$ cat src/sdram_cfg_pkg.sv
// Purpose: shared constants and types of the sdram timing configuration
// Assumes: 32-bit apb data, one aligned word per register
// Notes: register offsets are full byte addresses
package sdram_cfg_pkg;

  localparam logic [31:0] SDRAM_CONFIG_ADDR = 32'hF0020000;
  localparam logic [31:0] SDRAM_COMMAND_ADDR = 32'hF0020004;
  localparam logic [31:0] REFRESH_PERIOD_ADDR = 32'hF0020008;
  localparam logic [31:0] WB_TIMEOUT_ADDR = 32'hF002000C;

  localparam logic [31:0] SDRAM_CONFIG_RESET = 32'h00099F0C;
  localparam logic [31:0] SDRAM_COMMAND_RESET = 32'h00000000;
  localparam logic [31:0] REFRESH_PERIOD_RESET = 32'h00000020;
  localparam logic [31:0] WB_TIMEOUT_RESET = 32'h00000000;

  // implemented width of the config, refresh and timeout registers, upper bits read as zero
  localparam int CFG_BITS = 20;
  localparam int REF_BITS = 16;
  localparam int WBTO_BITS = 16;

  // sdram_command field positions
  localparam int INIT_LSB = 0;
  localparam int INIT_BITS = 2;
  localparam int WBUF_BIT = 2;
  localparam int BUSY_BIT = 3;

  // init field codes
  localparam logic [1:0] INIT_NORMAL = 2'h0;
  localparam logic [1:0] INIT_PALL = 2'h1;
  localparam logic [1:0] INIT_MRS = 2'h2;

  // timing counter layout
  localparam int TCNT_BITS = 4;
  localparam int NUM_TCNT = 4;
  localparam int T_RCD = 0;
  localparam int T_RAS = 1;
  localparam int T_RC = 2;
  localparam int T_RP = 3;

  // sdram_config layout, msb first
  typedef struct packed {
    logic [3:0] row_active_time;
    logic [3:0] row_cycle_time;
    logic [1:0] row_to_column_delay;
    logic [1:0] precharge_time;
    logic [1:0] bank_group_zero_density;
    logic [1:0] bank_group_one_density;
    logic [1:0] cas_latency;
    logic auto_precharge_disable;
    logic bus_width_sel;
  } sdram_cfg_s;

  typedef enum logic [2:0] {
    CMD_NOP = 3'h0,
    CMD_ACT = 3'h1,
    CMD_COL = 3'h2,
    CMD_PRE = 3'h3,
    CMD_PALL = 3'h4,
    CMD_MRS = 3'h5
  } cmd_kind_e;

  typedef struct packed {
    logic valid;
    cmd_kind_e kind;
    logic auto_pre;
  } cmd_s;

  typedef enum logic [2:0] {
    ST_RUN = 3'b001,
    ST_PALL = 3'b010,
    ST_MRS = 3'b100
  } init_state_e;

endpackage

$ cat src/sdram_timing_config.sv
// Purpose: apb register file and command pacing of the sdram controller
// Assumes: inputs synchronous to clock_i, zero-wait apb slave
// Notes:
// Operation
// - config bit 0 selects bus width, 0 is 32-bit, 1 is 16-bit
// - config bit 1 set disables auto precharge on reads and writes
// - config bits 3:2 give cas latency 1 to 3, 00 reserved, reset 11
// - bits 5:4 and 7:6 give bank group densities, reset 00
// - bits 9:8 give precharge time as code plus one cycles
// - bits 11:10 give activate-to-column delay as code plus one cycles
// - bits 15:12 give row cycle time as code plus one cycles
// - bits 19:16 give row active time as code plus one cycles
// - command register bit 3 reads busy, read-only, 0 when idle
`timescale 1ns/1ps

module sdram_timing_config
  import sdram_cfg_pkg::*;
(
  input wire logic clock_i,
  input wire logic rst_i,
  input wire logic [31:0] paddr_i,
  input wire logic psel_i,
  input wire logic penable_i,
  input wire logic pwrite_i,
  input wire logic [31:0] pwdata_i,
  input wire logic [3:0] pstrb_i,
  output logic [31:0] prdata_o,
  output logic pready_o,
  output logic pslverr_o,
  input wire logic req_valid_i,
  input wire cmd_kind_e req_kind_i,
  output logic req_ready_o,
  output cmd_s cmd_o,
  output sdram_cfg_s cfg_o,
  output logic write_buffer_enable_o,
  output logic [REF_BITS-1:0] refresh_period_o,
  output logic [WBTO_BITS-1:0] wb_timeout_o,
  output logic busy_o
);

  sdram_cfg_s cfg;
  logic [INIT_BITS-1:0] init_mode;
  logic wbuf_en;
  logic [REF_BITS-1:0] refresh_period;
  logic [WBTO_BITS-1:0] write_buffer_timeout;
  init_state_e state;
  init_state_e next_state;
  cmd_s next_cmd;
  logic row_open;
  logic [TCNT_BITS-1:0] tcnt [NUM_TCNT];
  logic [TCNT_BITS-1:0] tload [NUM_TCNT];
  logic [NUM_TCNT-1:0] tstart;

  function automatic logic [31:0] wmerge(input logic [31:0] old,
                                         input logic [31:0] din,
                                         input logic [3:0] strb);
    logic [31:0] r;
    r = old;
    for (int i = 0; i < 4; i++) begin
      if (strb[i]) begin
        r[8*i +: 8] = din[8*i +: 8];
      end
    end
    return r;
  endfunction

  // apb decode
  wire sel_cfg = paddr_i == SDRAM_CONFIG_ADDR;
  wire sel_cmd = paddr_i == SDRAM_COMMAND_ADDR;
  wire sel_ref = paddr_i == REFRESH_PERIOD_ADDR;
  wire sel_wbto = paddr_i == WB_TIMEOUT_ADDR;
  wire mapped = sel_cfg | sel_cmd | sel_ref | sel_wbto;
  wire setup = psel_i & ~penable_i;
  wire access = psel_i & penable_i;
  wire wr = access & pwrite_i & mapped;
  wire rd_setup = setup & ~pwrite_i;

  wire [31:0] cfg_word = {{(32-CFG_BITS){1'b0}}, cfg};
  wire [31:0] cmd_word = {{(32-BUSY_BIT-1){1'b0}}, busy_o, wbuf_en,
                          init_mode};
  wire [31:0] ref_word = {{(32-REF_BITS){1'b0}}, refresh_period};
  wire [31:0] wbto_word = {{(32-WBTO_BITS){1'b0}}, write_buffer_timeout};
  wire [31:0] cfg_merge = wmerge(cfg_word, pwdata_i, pstrb_i);
  wire [31:0] cmd_merge = wmerge(cmd_word, pwdata_i, pstrb_i);
  wire [31:0] ref_merge = wmerge(ref_word, pwdata_i, pstrb_i);
  wire [31:0] wbto_merge = wmerge(wbto_word, pwdata_i, pstrb_i);
  wire [31:0] read_mux = sel_cfg ? cfg_word :
                         sel_cmd ? cmd_word :
                         sel_ref ? ref_word :
                         sel_wbto ? wbto_word : 32'h00000000;
  wire init_write = wr & sel_cmd & pstrb_i[0];
  wire [INIT_BITS-1:0] init_new = cmd_merge[INIT_LSB +: INIT_BITS];

  assign pready_o = 1'b1;
  assign pslverr_o = access & ~mapped;

  // register writes take effect in the access phase
  always_ff @(posedge clock_i) begin
    if (rst_i) begin
      cfg <= sdram_cfg_s'(SDRAM_CONFIG_RESET[CFG_BITS-1:0]);
    end else if (wr & sel_cfg) begin
      cfg <= sdram_cfg_s'(cfg_merge[CFG_BITS-1:0]);
    end
  end

  always_ff @(posedge clock_i) begin
    if (rst_i) begin
      init_mode <= SDRAM_COMMAND_RESET[INIT_LSB +: INIT_BITS];
      wbuf_en <= SDRAM_COMMAND_RESET[WBUF_BIT];
    end else if (wr & sel_cmd) begin
      init_mode <= init_new;
      wbuf_en <= cmd_merge[WBUF_BIT];
    end
  end

  always_ff @(posedge clock_i) begin
    if (rst_i) begin
      refresh_period <= REFRESH_PERIOD_RESET[REF_BITS-1:0];
      write_buffer_timeout <= WB_TIMEOUT_RESET[WBTO_BITS-1:0];
    end else begin
      if (wr & sel_ref) begin
        refresh_period <= ref_merge[REF_BITS-1:0];
      end
      if (wr & sel_wbto) begin
        write_buffer_timeout <= wbto_merge[WBTO_BITS-1:0];
      end
    end
  end

  // read data is captured in the setup phase so it leaves a flop
  always_ff @(posedge clock_i) begin
    if (rst_i) begin
      prdata_o <= 32'h00000000;
    end else if (rd_setup) begin
      prdata_o <= read_mux;
    end
  end

  // interval checks: a counter at zero means the wait is over
  wire act_ok = (tcnt[T_RC] == 4'h0) & (tcnt[T_RP] == 4'h0) & ~row_open;
  wire col_ok = (tcnt[T_RCD] == 4'h0) & row_open;
  wire pre_ok = tcnt[T_RAS] == 4'h0;
  wire run = (state == ST_RUN) & (init_mode == INIT_NORMAL);
  wire ap_on = ~cfg.auto_precharge_disable;

  always_comb begin
    req_ready_o = 1'b0;
    if (run) begin
      case (req_kind_i)
        CMD_ACT: req_ready_o = act_ok;
        CMD_COL: req_ready_o = col_ok;
        CMD_PRE: req_ready_o = pre_ok;
        default: req_ready_o = 1'b1;
      endcase
    end
  end

  wire fire = req_valid_i & req_ready_o;
  wire pall_fire = (state == ST_PALL) & pre_ok;
  wire mrs_fire = (state == ST_MRS) & act_ok;
  wire issue_act = fire & (req_kind_i == CMD_ACT);
  wire issue_col = fire & (req_kind_i == CMD_COL);
  wire issue_pre = (fire & (req_kind_i == CMD_PRE)) | pall_fire;
  wire row_close = issue_pre | (issue_col & ap_on);

  always_comb begin
    next_cmd = '{valid: 1'b0, kind: CMD_NOP, auto_pre: 1'b0};
    if (pall_fire) begin
      next_cmd = '{valid: 1'b1, kind: CMD_PALL, auto_pre: 1'b1};
    end else if (mrs_fire) begin
      next_cmd = '{valid: 1'b1, kind: CMD_MRS, auto_pre: 1'b0};
    end else if (issue_act | issue_col | issue_pre) begin
      next_cmd = '{valid: 1'b1, kind: req_kind_i,
                   auto_pre: issue_col & ap_on};
    end
  end

  always_comb begin
    next_state = state;
    case (state)
      ST_RUN: begin
        if (init_write & (init_new == INIT_PALL)) begin
          next_state = ST_PALL;
        end else if (init_write & (init_new == INIT_MRS)) begin
          next_state = ST_MRS;
        end
      end
      ST_PALL: next_state = pall_fire ? ST_RUN : ST_PALL;
      ST_MRS: next_state = mrs_fire ? ST_RUN : ST_MRS;
      default: next_state = ST_RUN;
    endcase
  end

  always_ff @(posedge clock_i) begin
    if (rst_i) begin
      state <= ST_RUN;
      cmd_o <= '{valid: 1'b0, kind: CMD_NOP, auto_pre: 1'b0};
      row_open <= 1'b0;
    end else begin
      state <= next_state;
      cmd_o <= next_cmd;
      if (issue_act) begin
        row_open <= 1'b1;
      end else if (row_close) begin
        row_open <= 1'b0;
      end
    end
  end

  // interval counters, loaded with the code so the gap is code plus one
  assign tload[T_RCD] = {2'h0, cfg.row_to_column_delay};
  assign tload[T_RAS] = cfg.row_active_time;
  assign tload[T_RC] = cfg.row_cycle_time;
  assign tload[T_RP] = {2'h0, cfg.precharge_time};
  assign tstart = {row_close, issue_act, issue_act, issue_act};

  genvar gi;
  generate
    for (gi = 0; gi < NUM_TCNT; gi++) begin : g_tcnt
      always_ff @(posedge clock_i) begin
        if (rst_i) begin
          tcnt[gi] <= 4'h0;
        end else if (tstart[gi]) begin
          tcnt[gi] <= tload[gi];
        end else if (tcnt[gi] != 4'h0) begin
          tcnt[gi] <= tcnt[gi] - 4'h1;
        end
      end
    end
  endgenerate

  wire cnt_active = (tcnt[T_RCD] != 4'h0) | (tcnt[T_RAS] != 4'h0) |
                    (tcnt[T_RC] != 4'h0) | (tcnt[T_RP] != 4'h0);
  assign busy_o = (state != ST_RUN) | cnt_active | cmd_o.valid;

  assign cfg_o = cfg;
  assign write_buffer_enable_o = wbuf_en;
  assign refresh_period_o = refresh_period;
  assign wb_timeout_o = write_buffer_timeout;

  // cycles since the last issued activate and precharge, saturating
  logic [4:0] since_act;
  logic [4:0] since_pre;
  wire out_act = cmd_o.valid & (cmd_o.kind == CMD_ACT);
  wire out_col = cmd_o.valid & (cmd_o.kind == CMD_COL);
  wire out_pre = cmd_o.valid &
                 ((cmd_o.kind == CMD_PRE) | (cmd_o.kind == CMD_PALL) |
                  ((cmd_o.kind == CMD_COL) & cmd_o.auto_pre));

  always_ff @(posedge clock_i) begin
    if (rst_i) begin
      since_act <= 5'h1F;
      since_pre <= 5'h1F;
    end else begin
      since_act <= out_act ? 5'h01 :
                   (since_act == 5'h1F) ? since_act : since_act + 5'h01;
      since_pre <= out_pre ? 5'h01 :
                   (since_pre == 5'h1F) ? since_pre : since_pre + 5'h01;
    end
  end
endmodule

$ cat config.mk
export PLATFORM = sky130hd
export DESIGN_NAME = sdram_timing_config
export DESIGN_NICKNAME = d
export VERILOG_FILES = /design/src/sdram_cfg_pkg.sv /design/src/sdram_timing_config.sv
export SDC_FILE = /design/constraint.sdc
export NUM_CORES = 1
export LEC_CHECK = 0
export ABC_AREA = 1
export BUFFER_PORTS_ARGS = -buffer_cell sky130_fd_sc_hd__buf_2
export CORE_MARGIN = 2
export CORE_UTILIZATION = 46
export DETAILED_ROUTE_END_ITERATION = 8
export PLACE_DENSITY_LB_ADDON = 0.08
export SLEW_MARGIN = 20
export SYNTH_ARGS = -nofsm -noshare
export SYNTH_HDL_FRONTEND = slang
export SYNTH_SLANG_ARGS = --single-unit
$ cat constraint.sdc
create_clock -name clock_i -period 2.2 [get_ports clock_i]
set_clock_uncertainty 0.15 [all_clocks]
set_input_delay 0.33 -clock clock_i [delete_from_list [all_inputs] [get_ports clock_i]]
set_output_delay 0.33 -clock clock_i [all_outputs]
set_load 0.005 [all_outputs]
==> results of run 1 <==
## cell families after synthesis
family | count (synthesis) | share of synthesized area, %
AND/OR/NAND/NOR | 355 | 31.7
AO/OA/AOI/OAI | 115 | 12.0
buffers and inverters | 109 | 9.71
flip-flops | 100 | 43.5
XOR/XNOR | 7 | 1.23
adder cells (fa/ha/maj) | 7 | 1.76
other | 2 | 0.151
## synthesized netlist by cell type
cell type	number	area share (%)
sky130_fd_sc_hd__nor2_8	1	0.40
sky130_fd_sc_hd__buf_2	5	0.50
sky130_fd_sc_hd__clkbuf_1	12	0.91
sky130_fd_sc_hd__nor2_2	5	0.63
sky130_fd_sc_hd__nor2_4	6	1.4
sky130_fd_sc_hd__inv_1	64	4.8
sky130_fd_sc_hd__nand3_1	24	2.4
sky130_fd_sc_hd__a31oi_1	12	1.5
sky130_fd_sc_hd__nor3_1	12	1.2
sky130_fd_sc_hd__or2_2	1	0.13
sky130_fd_sc_hd__o21ai_1	1	0.10
sky130_fd_sc_hd__nand2_2	2	0.25
sky130_fd_sc_hd__nand2_4	1	0.23
sky130_fd_sc_hd__nor2_1	99	7.5
sky130_fd_sc_hd__xor2_1	2	0.35
sky130_fd_sc_hd__nand2_1	170	13
sky130_fd_sc_hd__o21ai_0	52	5.2
sky130_fd_sc_hd__buf_1	2	0.15
sky130_fd_sc_hd__dfxtp_1	84	34
sky130_fd_sc_hd__buf_4	14	2.1
sky130_fd_sc_hd__nor3_2	2	0.40
sky130_fd_sc_hd__ha_1	7	1.8
sky130_fd_sc_hd__nand3b_1	1	0.15
sky130_fd_sc_hd__inv_2	10	0.75
sky130_fd_sc_hd__nand3_4	1	0.35
sky130_fd_sc_hd__a21boi_2	1	0.23
sky130_fd_sc_hd__nand3_2	1	0.20
sky130_fd_sc_hd__nand4_1	28	3.5
sky130_fd_sc_hd__conb_1	2	0.15
sky130_fd_sc_hd__nor4_1	1	0.13
sky130_fd_sc_hd__buf_6	2	0.45
sky130_fd_sc_hd__xnor2_1	5	0.88
sky130_fd_sc_hd__edfxtp_1	16	9.7
sky130_fd_sc_hd__a21oi_1	49	4.9
## path summary, 6_finish.rpt
check	endpoint	slack, ns
worst min-delay path	cfg_o[19]$_SDFFE_PP1P_	0.03
worst max-delay path	req_ready_o	-0.16
worst max register to register	tcnt[2][2]$_SDFFCE_PN0P_	-0.15
worst min register to register	prdata_o[3]$_SDFFE_PP0P_	0.32
## per-stage QoR
stage	utilization (%)	cell area [sq um]	setup WS, ns	power (W)	setup TNS (ns)
floorplan	-	5010	0.0713	0.00276	0
global placement	58.8	6130	-0.0469	0.00317	-0.485
detailed placement	58.8	6130	-0.152	0.00322	-1.95
CTS	63.4	6600	-0.125	0.00467	-0.458
global route	64.7	6740	-0.243	0.00517	-7.07
finish	64.7	6740	-0.164	0.00491	-3.37
## critical path, stage by stage (launching register included)
cell and delay, ns:
sky130_fd_sc_hd__edfxtp_1 0.43, sky130_fd_sc_hd__inv_2 0.11, sky130_fd_sc_hd__ha_4 0.15, sky130_fd_sc_hd__nand2_4 0.05
sky130_fd_sc_hd__inv_2 0.07, sky130_fd_sc_hd__nand2_2 0.06, sky130_fd_sc_hd__nor2_2 0.10, sky130_fd_sc_hd__nor2_2 0.05
sky130_fd_sc_hd__buf_4 0.13, sky130_fd_sc_hd__a21boi_4 0.16, sky130_fd_sc_hd__buf_6 0.11, sky130_fd_sc_hd__buf_6 0.08
## cells in the final DEF, fill, tap and decap left out, types with 13 or more instances in the layout
cell type                  netlist  routed
sky130_fd_sc_hd__nand2_1       170     158
sky130_fd_sc_hd__buf_4          14      70
sky130_fd_sc_hd__o21ai_0        52      49
sky130_fd_sc_hd__nand4_1        28      28
sky130_fd_sc_hd__inv_1          64      53
sky130_fd_sc_hd__buf_2           5     143
sky130_fd_sc_hd__edfxtp_1       16      16
sky130_fd_sc_hd__nor2_1         99      92
sky130_fd_sc_hd__dfxtp_1        84      84
sky130_fd_sc_hd__conb_1          2      13
sky130_fd_sc_hd__nand3_1        24      22
sky130_fd_sc_hd__inv_2          10      21
sky130_fd_sc_hd__a21oi_1        49      48
## power by group through the flow
stage	sequential, W	combinational, W	clock (W)
floorplan	0.00218	0.000579	0
global placement	0.00217	0.00100	0
detailed placement	0.00218	0.00104	0
CTS	0.00215	0.00134	0.00118
global route	0.00218	0.00172	0.00127
finish	0.00217	0.00158	0.00117
## timing repair
item,CTS,global route
pin swaps,6,5
buffers inserted,19,8
setup endpoints to repair,31,40
gates resized for setup,44,22
cloned,0,1
## state kept, by name, indices dropped and copies added (netlist names)
signal	count
state	3
row_open	1
wb_timeout_o	16
prdata_o	20
init_mode	2
refresh_period_o	16
write_buffer_enable_o	1
tcnt	16
cfg_o	20
cmd_o	5
## area by class of cell
cell class,count,area share (%)
well taps,136,2.52
clock buffers,9,1.84
repair buffers,224,20.5
flip-flops and latches,100,32.1
multi-input cells,498,38.0
clock inverters,7,0.965
inverters,74,4.12
## layer usage
metal  vias to the layer above  global-route usage, %  wire length [microns]
met5                         -                      0                      0
met4                         0                   9.25                    349
met3                        33                   4.28                    942
met2                       191                   47.8                   7730
met1                      2511                   33.7                   6600
li1                       2672                      -                      -
==> results.toml, run 1 <==
[status]
run_status = "complete, but fails checks"
failing_checks = "negative setup slack"

[worst_setup_path]
cp-startpoint = "tcnt[0][0]$_DFFE_PP_"
criticalPathCategory = "reg2out"
worstPathArrival_ns = 1.88
timing.critical_path.from_type = "flip-flop"
critical_path.reg2reg.startpoint = "tcnt[0][0]$_DFFE_PP_"
critPathCaptureType = "output port"
critical_path_peak_fanout = 2
critPathRequiredTime_ns = 1.72
ff2ff_path_depth = 12

[timing]
timing.final.hold_violations = 0
smallest_hold_slack_ns = 0.0282
layout_min_cycle_time_ns = 2.36
report.final.slew_viol_count = 0
worst-slew-pin-transition_ns = 0.651
layout_worst_path_cycle_share_pct = 107
grt_setup_unrepaired = "true"
timing.fmax_ghz = 0.423
setup_viol = 35
postLayoutSetupSlackWorst_ns = -0.164
max_slew_margin_pct = 56.5

[cts]
clock_insertion_delay_worst_skew_ns = 0.38
cts_hold_repair.buffers = 0
clk_pin_slew_ns = 0.11
cts_root_buf = "sky130_fd_sc_hd__clkbuf_8"
cts.path.max_buffers = 2
cts_made_buffers = 9
cts_num_sinks = 100
cts_htree_levels = 3
tritoncts = "done"

[worst_hold_path]
hold_path.startpoint = "pwdata_i[19]"
min_path_cells = 3
timing.hold.worst.class = "in2reg"

[floorplanning]
die-area_sq_mm = 0.0117
core-area_sq_mm = 0.0104
fp.dieW_microns = 108
io_pins = 171
die_height_microns = 108
initial_core_utilization_pct = 47.7
floorplan.rows = 37

[layout]
antennaDiodeCount = 0
drive_gt1_share_pct = 34.3
area_of_the_multi_input_gates_sq_mm = 0.00256
final-seq-area_sq_mm = 0.00216
final-instance-count-excl-fill = 1048
num-nets-final = 991
filler_cell_count = 953
areaGrowthSynthToFinish_pct = 35.5

[power_and_ir_drop]
power.leakage_nw = 3.26
vdd.ir_drop.worst_v = 0.000426
swShare_pct = 32.4
pwr_density_cell_mw_per_mm2 = 728
intPower_w = 0.00332
power_switching_w = 0.00159
combinationalPowerShare_pct = 32.1
power_frac_clock_pct = 23.8
power_frac_seq_pct = 44.1

[synthesis]
syn_area_per_cell_sq_um = 7.16
yosysSeqAreaShare_pct = 43.5
synthesized_area_sq_mm = 0.00497
netlist_instances = 695
post_synth_num_cell_types = 34
yosysWarningCount = 0
postSynthRegisterBits = 100

[placement]
place_congestion = 0.883
place.detailed.instances = 1004
io_buffer_count = 144
detailed_place_hpwl_microns = 11100

[route]
dr.pass1.iters = 8
finalWirelength_microns = 15600
viasPerCell = 5.16
route.antenna.remaining_nets = 0
detailedRoute.firstIterationViolations = 373
wl_per_cell_microns = 14.9
drt_drc_violations_left = 0
vias = 5407

[global_routing]
grt_antenna_before_repair = 0
grt.overflow.total = 0
grtUsageTotal_pct = 27.1
grt_max_degree = 43
wire_length_of_the_first_global_routing_pass_microns = 24800
via_count_of_the_first_global_routing_pass = 5281

[flow_run]
max_cap_viol_count = 0
Note: power is estimated with default switching activity, not from simulation.
==> inputs of run 2 (changes only) <==
--- a/config.mk
+++ b/config.mk
@@ -11,6 +11,7 @@
 export CORE_UTILIZATION = 46
 export DETAILED_ROUTE_END_ITERATION = 8
 export PLACE_DENSITY_LB_ADDON = 0.08
+export REMOVE_ABC_BUFFERS = 1
 export SLEW_MARGIN = 20
 export SYNTH_ARGS = -nofsm -noshare
 export SYNTH_HDL_FRONTEND = slang
==> results.toml, run 2 (synthesized netlist as in run 1, its figures left out) <==
[status]
run_status = "complete, but fails checks"
failing_checks = "negative setup slack"

[placement]
dpl_cell_area_sq_mm = 0.00594
io_buffer_count = 144
detailed_place_hpwl_microns = 10600
place_congestion = 0.872
post-place-ws_ns = -0.122

[floorplanning]
die_height_microns = 108
initial_core_utilization_pct = 47.7
floorplan.rows = 37
core-area_sq_mm = 0.0104
io_pins = 171
fp.dieW_microns = 108
die-area_sq_mm = 0.0117

[worst_setup_path]
critPathRequiredTime_ns = 1.72
critical_path_peak_fanout = 2
critical_path.reg2reg.startpoint = "tcnt[2][0]$_SDFFCE_PN0P_"
critPathCaptureType = "output port"
worst-r2r-setup-slack_ns = -0.02
ff2ff_path_depth = 11
worstPathArrival_ns = 1.78
criticalPathCategory = "reg2out"
timing.critical_path.from_type = "flip-flop"
crit-reg2reg-capture = "tcnt[1][0]$_DFFE_PP_"
cp-startpoint = "tcnt[1][1]$_DFFE_PP_"

[cts]
cts_num_sinks = 100
cts_hold_repair.buffers = 0
clock_insertion_delay_worst_skew_ns = 0.37
cts.path.max_buffers = 2
tritoncts = "done"
clk_pin_slew_ns = 0.11
cts_made_buffers = 9
cts_root_buf = "sky130_fd_sc_hd__clkbuf_8"
cts_htree_levels = 3

[route]
wl_per_cell_microns = 14.9
drt_drc_violations_left = 0
route.antenna.remaining_nets = 0
detailedRoute.firstIterationViolations = 305
viasPerCell = 5.20
vias = 5269
finalWirelength_microns = 15100
dr.pass1.iters = 5

[layout]
final-seq-area_sq_mm = 0.00216
filler_cell_count = 976
areaGrowthSynthToFinish_pct = 31.1
drive_gt1_share_pct = 32.6
final_area_sq_mm = 0.00652
antennaDiodeCount = 0
layout.cells.most_common = "sky130_fd_sc_hd__nand2_1"
area_of_the_multi_input_gates_sq_mm = 0.00264
layout.cells.most_common_list = "sky130_fd_sc_hd__nand2_1, sky130_fd_sc_hd__buf_2, sky130_fd_sc_hd__nor2_1"
num-nets-final = 956

[power_and_ir_drop]
vdd.ir_drop.worst_v = 0.000370
swShare_pct = 32.6
power_switching_w = 0.00155
pwr_density_cell_mw_per_mm2 = 727
power.leakage_nw = 3.10
power_frac_seq_pct = 45.8
power_frac_clock_pct = 24.1
intPower_w = 0.00320
combinationalPowerShare_pct = 30.2

[global_routing]
via_count_of_the_first_global_routing_pass = 5098
grt.overflow.total = 0
wire_length_of_the_first_global_routing_pass_microns = 24000
grtUsageTotal_pct = 26.1
grt_max_degree = 36
grt_antenna_before_repair = 0

[timing]
report.final.slew_viol_count = 0
timing.final.hold_violations = 0
timing.fmax_ghz = 0.443
worst-slew-pin-transition_ns = 0.698
layout_worst_path_cycle_share_pct = 103
setup_viol = 4
smallest_hold_slack_ns = 0.0366
layout_min_cycle_time_ns = 2.26
grt_setup_unrepaired = "true"
postLayoutSetupSlackWorst_ns = -0.0557
max_slew_margin_pct = 53.4

[flow_run]
max_cap_viol_count = 0

[worst_hold_path]
min_delay_worst_endpoint = "cfg_o[19]$_SDFFE_PP1P_"
min_path_cells = 3
hold_path.startpoint = "pwdata_i[19]"
timing.hold.worst.class = "in2reg"
run 2: changes by cell type in the layout (fill, tap and decap cells not counted), moves of 2 or more:
cell                      previous run  this run
sky130_fd_sc_hd__nand2_2            11         9
sky130_fd_sc_hd__inv_8               3         1
sky130_fd_sc_hd__inv_6               2         4
sky130_fd_sc_hd__o21ai_0            49        43
sky130_fd_sc_hd__o21ai_2             2         6
sky130_fd_sc_hd__nor2_2             10         8
sky130_fd_sc_hd__o21ai_1             2         4
sky130_fd_sc_hd__nand2_1           158       156
sky130_fd_sc_hd__buf_6               9         3
sky130_fd_sc_hd__nor2_4              9        12
sky130_fd_sc_hd__buf_4              70        41
sky130_fd_sc_hd__nand2_4             4         8
run 2: area by class of cell:
| class | instances | share of cell area [%] |
|---|---|---|
| Clock buffer | 10 | 2.11 |
| Clock inverter | 6 | 0.787 |
| Tap cell | 136 | 2.61 |
| Inverter | 74 | 4.34 |
| Timing Repair Buffer | 189 | 16.6 |
| Multi-Input combinational cell | 498 | 40.4 |
| Sequential cell | 100 | 33.2 |
run 2: critical path, stage by stage, from the launching register on:
cell and delay, ns:
sky130_fd_sc_hd__edfxtp_1 0.41, sky130_fd_sc_hd__inv_2 0.10, sky130_fd_sc_hd__ha_4 0.14, sky130_fd_sc_hd__inv_2 0.04
sky130_fd_sc_hd__nor3_4 0.14, sky130_fd_sc_hd__buf_6 0.13, sky130_fd_sc_hd__inv_2 0.03, sky130_fd_sc_hd__nor2_1 0.10
sky130_fd_sc_hd__nand4_1 0.15, sky130_fd_sc_hd__buf_2 0.17
run 2: stage by stage:
| stage | TNS (ns) | std cells | util [%] | total power (W) |
|---|---|---|---|---|
| 4_1_cts | -0.652 | 1003 | 60.0 | 0.00438 |
| 3_5_place_dp | -2.11 | 980 | 57.0 | 0.00312 |
| 2_1_floorplan | -4.78 | 671 | - | 0.00272 |
| 5_1_grt | -4.04 | 1013 | 62.6 | 0.00501 |
| 6_report | -0.135 | 1013 | 62.6 | 0.00474 |
| 3_3_place_gp | -0.00655 | 980 | 57.0 | 0.00306 |
run 2: worst max path at each step:
stage | endpoint | depth (start not counted) | slack, ns
finish | busy_o | 9 | -0.06
global route | req_ready_o | 9 | -0.19
CTS | busy_o | 9 | -0.08
detailed placement | tcnt[3][3]$_SDFFCE_PN0P_ | 11 | -0.12
global placement | tcnt[3][3]$_SDFFCE_PN0P_ | 11 | -0.002
floorplan | prdata_o[10]$_SDFFE_PP0P_ | 4 | -0.30
run 2: power by group through the flow:
stage | combinational [W] | sequential [W] | clock, W
6_report | 0.00143 | 0.00217 | 0.00114
5_1_grt | 0.00157 | 0.00219 | 0.00125
4_1_cts | 0.00106 | 0.00216 | 0.00117
3_5_place_dp | 0.000924 | 0.00220 | 0
3_3_place_gp | 0.000878 | 0.00218 | 0
2_1_floorplan | 0.000544 | 0.00218 | 0
run 2: timing repair:
| action | 4_1_cts | 5_1_grt |
|---|---|---|
| pin swaps | 10 | 15 |
| gates resized for setup | 26 | 59 |
| setup endpoints to repair | 29 | 39 |
| cloned | 1 | 0 |
| setup buffers | 6 | 10 |
run 2: routing by layer:
metal / track usage, % / vias up / routed length [microns]
li1: - / 2597 / -
met1: 32.6 / 2444 / 6410
met2: 45.4 / 205 / 7370
met3: 5.06 / 23 / 1030
met4: 8.61 / 0 / 267
met5: 0 / - / 0
==> inputs of run 3 (changes only) <==
--- a/config.mk
+++ b/config.mk
@@ -8,7 +8,7 @@
 export ABC_AREA = 1
 export BUFFER_PORTS_ARGS = -buffer_cell sky130_fd_sc_hd__buf_2
 export CORE_MARGIN = 2
-export CORE_UTILIZATION = 46
+export CORE_UTILIZATION = 42
 export DETAILED_ROUTE_END_ITERATION = 8
 export PLACE_DENSITY_LB_ADDON = 0.08
 export REMOVE_ABC_BUFFERS = 1
@@ -16,3 +16,4 @@
 export SYNTH_ARGS = -nofsm -noshare
 export SYNTH_HDL_FRONTEND = slang
 export SYNTH_SLANG_ARGS = --single-unit
+export TNS_END_PERCENT = 1
==> results.toml, run 3 (synthesized netlist as in run 1, its figures left out) <==
[route]
detailedRoute.firstIterationViolations = 228
viasPerCell = 5.07
vias = 5220
route.antenna.remaining_nets = 0
wl_per_cell_microns = 14.7
drt_drc_violations_left = 0
dr.pass1.iters = 5
finalWirelength_microns = 15100

[cts]
cts_hold_repair.buffers = 0
clock_insertion_delay_worst_skew_ns = 0.35
clk_pin_slew_ns = 0.07
cts.path.max_buffers = 2
tritoncts = "done"
cts_root_buf = "sky130_fd_sc_hd__clkbuf_16"
cts_made_buffers = 9
cts_htree_levels = 3
cts_num_sinks = 100

[floorplanning]
io_pins = 171
core-area_sq_mm = 0.0115
die-area_sq_mm = 0.0127
initial_core_utilization_pct = 43.4
floorplan.rows = 39
die_height_microns = 113
fp.dieW_microns = 113

[worst_setup_path]
timing.critical_path.cells = "inv_2, ha_1, nand2_2, inv_2, nand2_1, nor2_2, nor2_4, nand2_2, nand4_1, nor2_2, nor2_4, nand3_2, buf_6, o21ai_0"
ff2ff_path_depth = 14
critical_path_peak_fanout = 4
timing.critical_path.from_type = "flip-flop"
critPathCaptureType = "flip-flop"
criticalPathCategory = "reg2reg"
worst-r2r-setup-slack_ns = -0.05
cpMaxStageDelayCell = "sky130_fd_sc_hd__edfxtp_1"
worstPathArrival_ns = 2.19
critPathRequiredTime_ns = 2.14
highest_cell_delay_on_the_worst_timing_path_ns = 0.40

[placement]
io_buffer_count = 144
post-place-ws_ns = -0.110
place_congestion = 0.849
detailed_place_hpwl_microns = 10800

[timing]
postLayoutSetupSlackWorst_ns = -0.0502
layout_worst_path_cycle_share_pct = 102
timing.fmax_ghz = 0.444
grt_setup_unrepaired = "true"
timing.final.hold_violations = 0
report.final.slew_viol_count = 0
setup_viol = 10
max_slew_margin_pct = 55.4
worst-slew-pin-transition_ns = 0.668
layout_min_cycle_time_ns = 2.25
setup_tns_ns = -0.277

[layout]
antennaDiodeCount = 0
area_of_the_multi_input_gates_sq_mm = 0.00253
layout.cells.most_common = "sky130_fd_sc_hd__nand2_1"
areaGrowthSynthToFinish_pct = 32.5
layout.cells.most_common_list = "sky130_fd_sc_hd__nand2_1, sky130_fd_sc_hd__buf_2, sky130_fd_sc_hd__nor2_1"
drive_gt1_share_pct = 31.7
filler_cell_count = 1069
final-seq-area_sq_mm = 0.00216
num-nets-final = 966

[power_and_ir_drop]
power.total_w = 0.00505
vdd.ir_drop.worst_v = 0.000673
pwr_density_cell_mw_per_mm2 = 766
power.leakage_nw = 3.16

[global_routing]
grt_antenna_before_repair = 0
wire_length_of_the_first_global_routing_pass_microns = 24000
via_count_of_the_first_global_routing_pass = 5043
grt_max_degree = 37
grt.overflow.total = 0
grtUsageTotal_pct = 23.4

[status]
run_status = "complete, but fails checks"
failing_checks = "negative setup slack"

[worst_hold_path]
timing.hold.worst.class = "in2reg"
min_path_cells = 3

[flow_run]
max_cap_viol_count = 0
-- run 3: cell count changes in the layout (fill, tap and decap cells not counted), moves of 5 or more --
cell	before	now
sky130_fd_sc_hd__buf_4	41	52
sky130_fd_sc_hd__clkbuf_8	10	0
sky130_fd_sc_hd__clkbuf_16	0	9
sky130_fd_sc_hd__o21ai_0	43	49
sky130_fd_sc_hd__nand2_1	156	161
sky130_fd_sc_hd__o21ai_2	6	1
-- run 3: timing repair --
action                                  4_1_cts  5_1_grt
endpoints found under the setup margin       27       36
cloned                                        0        1
gates resized for setup                      15       39
pin swaps                                     8       12
buffers inserted                              5       10
-- run 3: routing by layer --
layer / share of wire (%) / up-vias / track usage, %
li1: - / 2613 / -
met1: 44 / 2412 / 29.0
met2: 48 / 174 / 41.0
met3: 6.2 / 21 / 5.09
met4: 1.9 / 0 / 6.42
met5: 0 / - / 0
-- run 3: final cells by class --
| type | count | area share (%) |
|---|---|---|
| tap | 143 | 2.72 |
| clock inverter | 6 | 0.779 |
| sequential | 100 | 32.8 |
| timing repair buffer | 199 | 17.5 |
| inverter | 74 | 4.29 |
| multi-input combinational | 498 | 38.4 |
| clock buffer | 10 | 3.48 |
-- run 3: stage by stage --
stage	cell area [sq um]	util, %	hold slack, ns	instances
2_1_floorplan	4810	-	0.249	671
3_3_place_gp	6030	52.6	0.302	999
3_5_place_dp	6030	52.6	0.306	999
4_1_cts	6390	55.7	0.0560	1019
5_1_grt	6590	57.5	0.0687	1030
6_report	6590	57.5	0.0560	1030
-- run 3: worst paths after layout --
| check | startpoint | end |
|---|---|---|
| worst max-delay path | tcnt[0][0]$_DFFE_PP_ | tcnt[3][0]$_DFFE_PP_ |
| worst min-delay path | pwdata_i[19] | cfg_o[19]$_SDFFE_PP1P_ |
| worst max register to register | tcnt[0][0]$_DFFE_PP_ | tcnt[3][0]$_DFFE_PP_ |
| worst min register to register | prdata_o[0]$_SDFFE_PP0P_ | prdata_o[0]$_SDFFE_PP0P_ |
-- run 3: critical path, delay by kind of cell, from the launching register on --
family	cells	cell delay, ns
and+or+nand+nor	9	0.95
adders and majority gates	1	0.15
DFF	1	0.40
buffers and inverters	3	0.28
AOI/OAI and AO/OA	1	0.07
-- run 3: power breakdown --
group / leakage, nW / internal [W] / switching, W
clock: 0.136 / 0.000790 / 0.000737
combinational: 2.17 / 0.000668 / 0.000689
sequential: 0.855 / 0.00206 / 0.0000990
total: 3.16 / 0.00352 / 0.00152
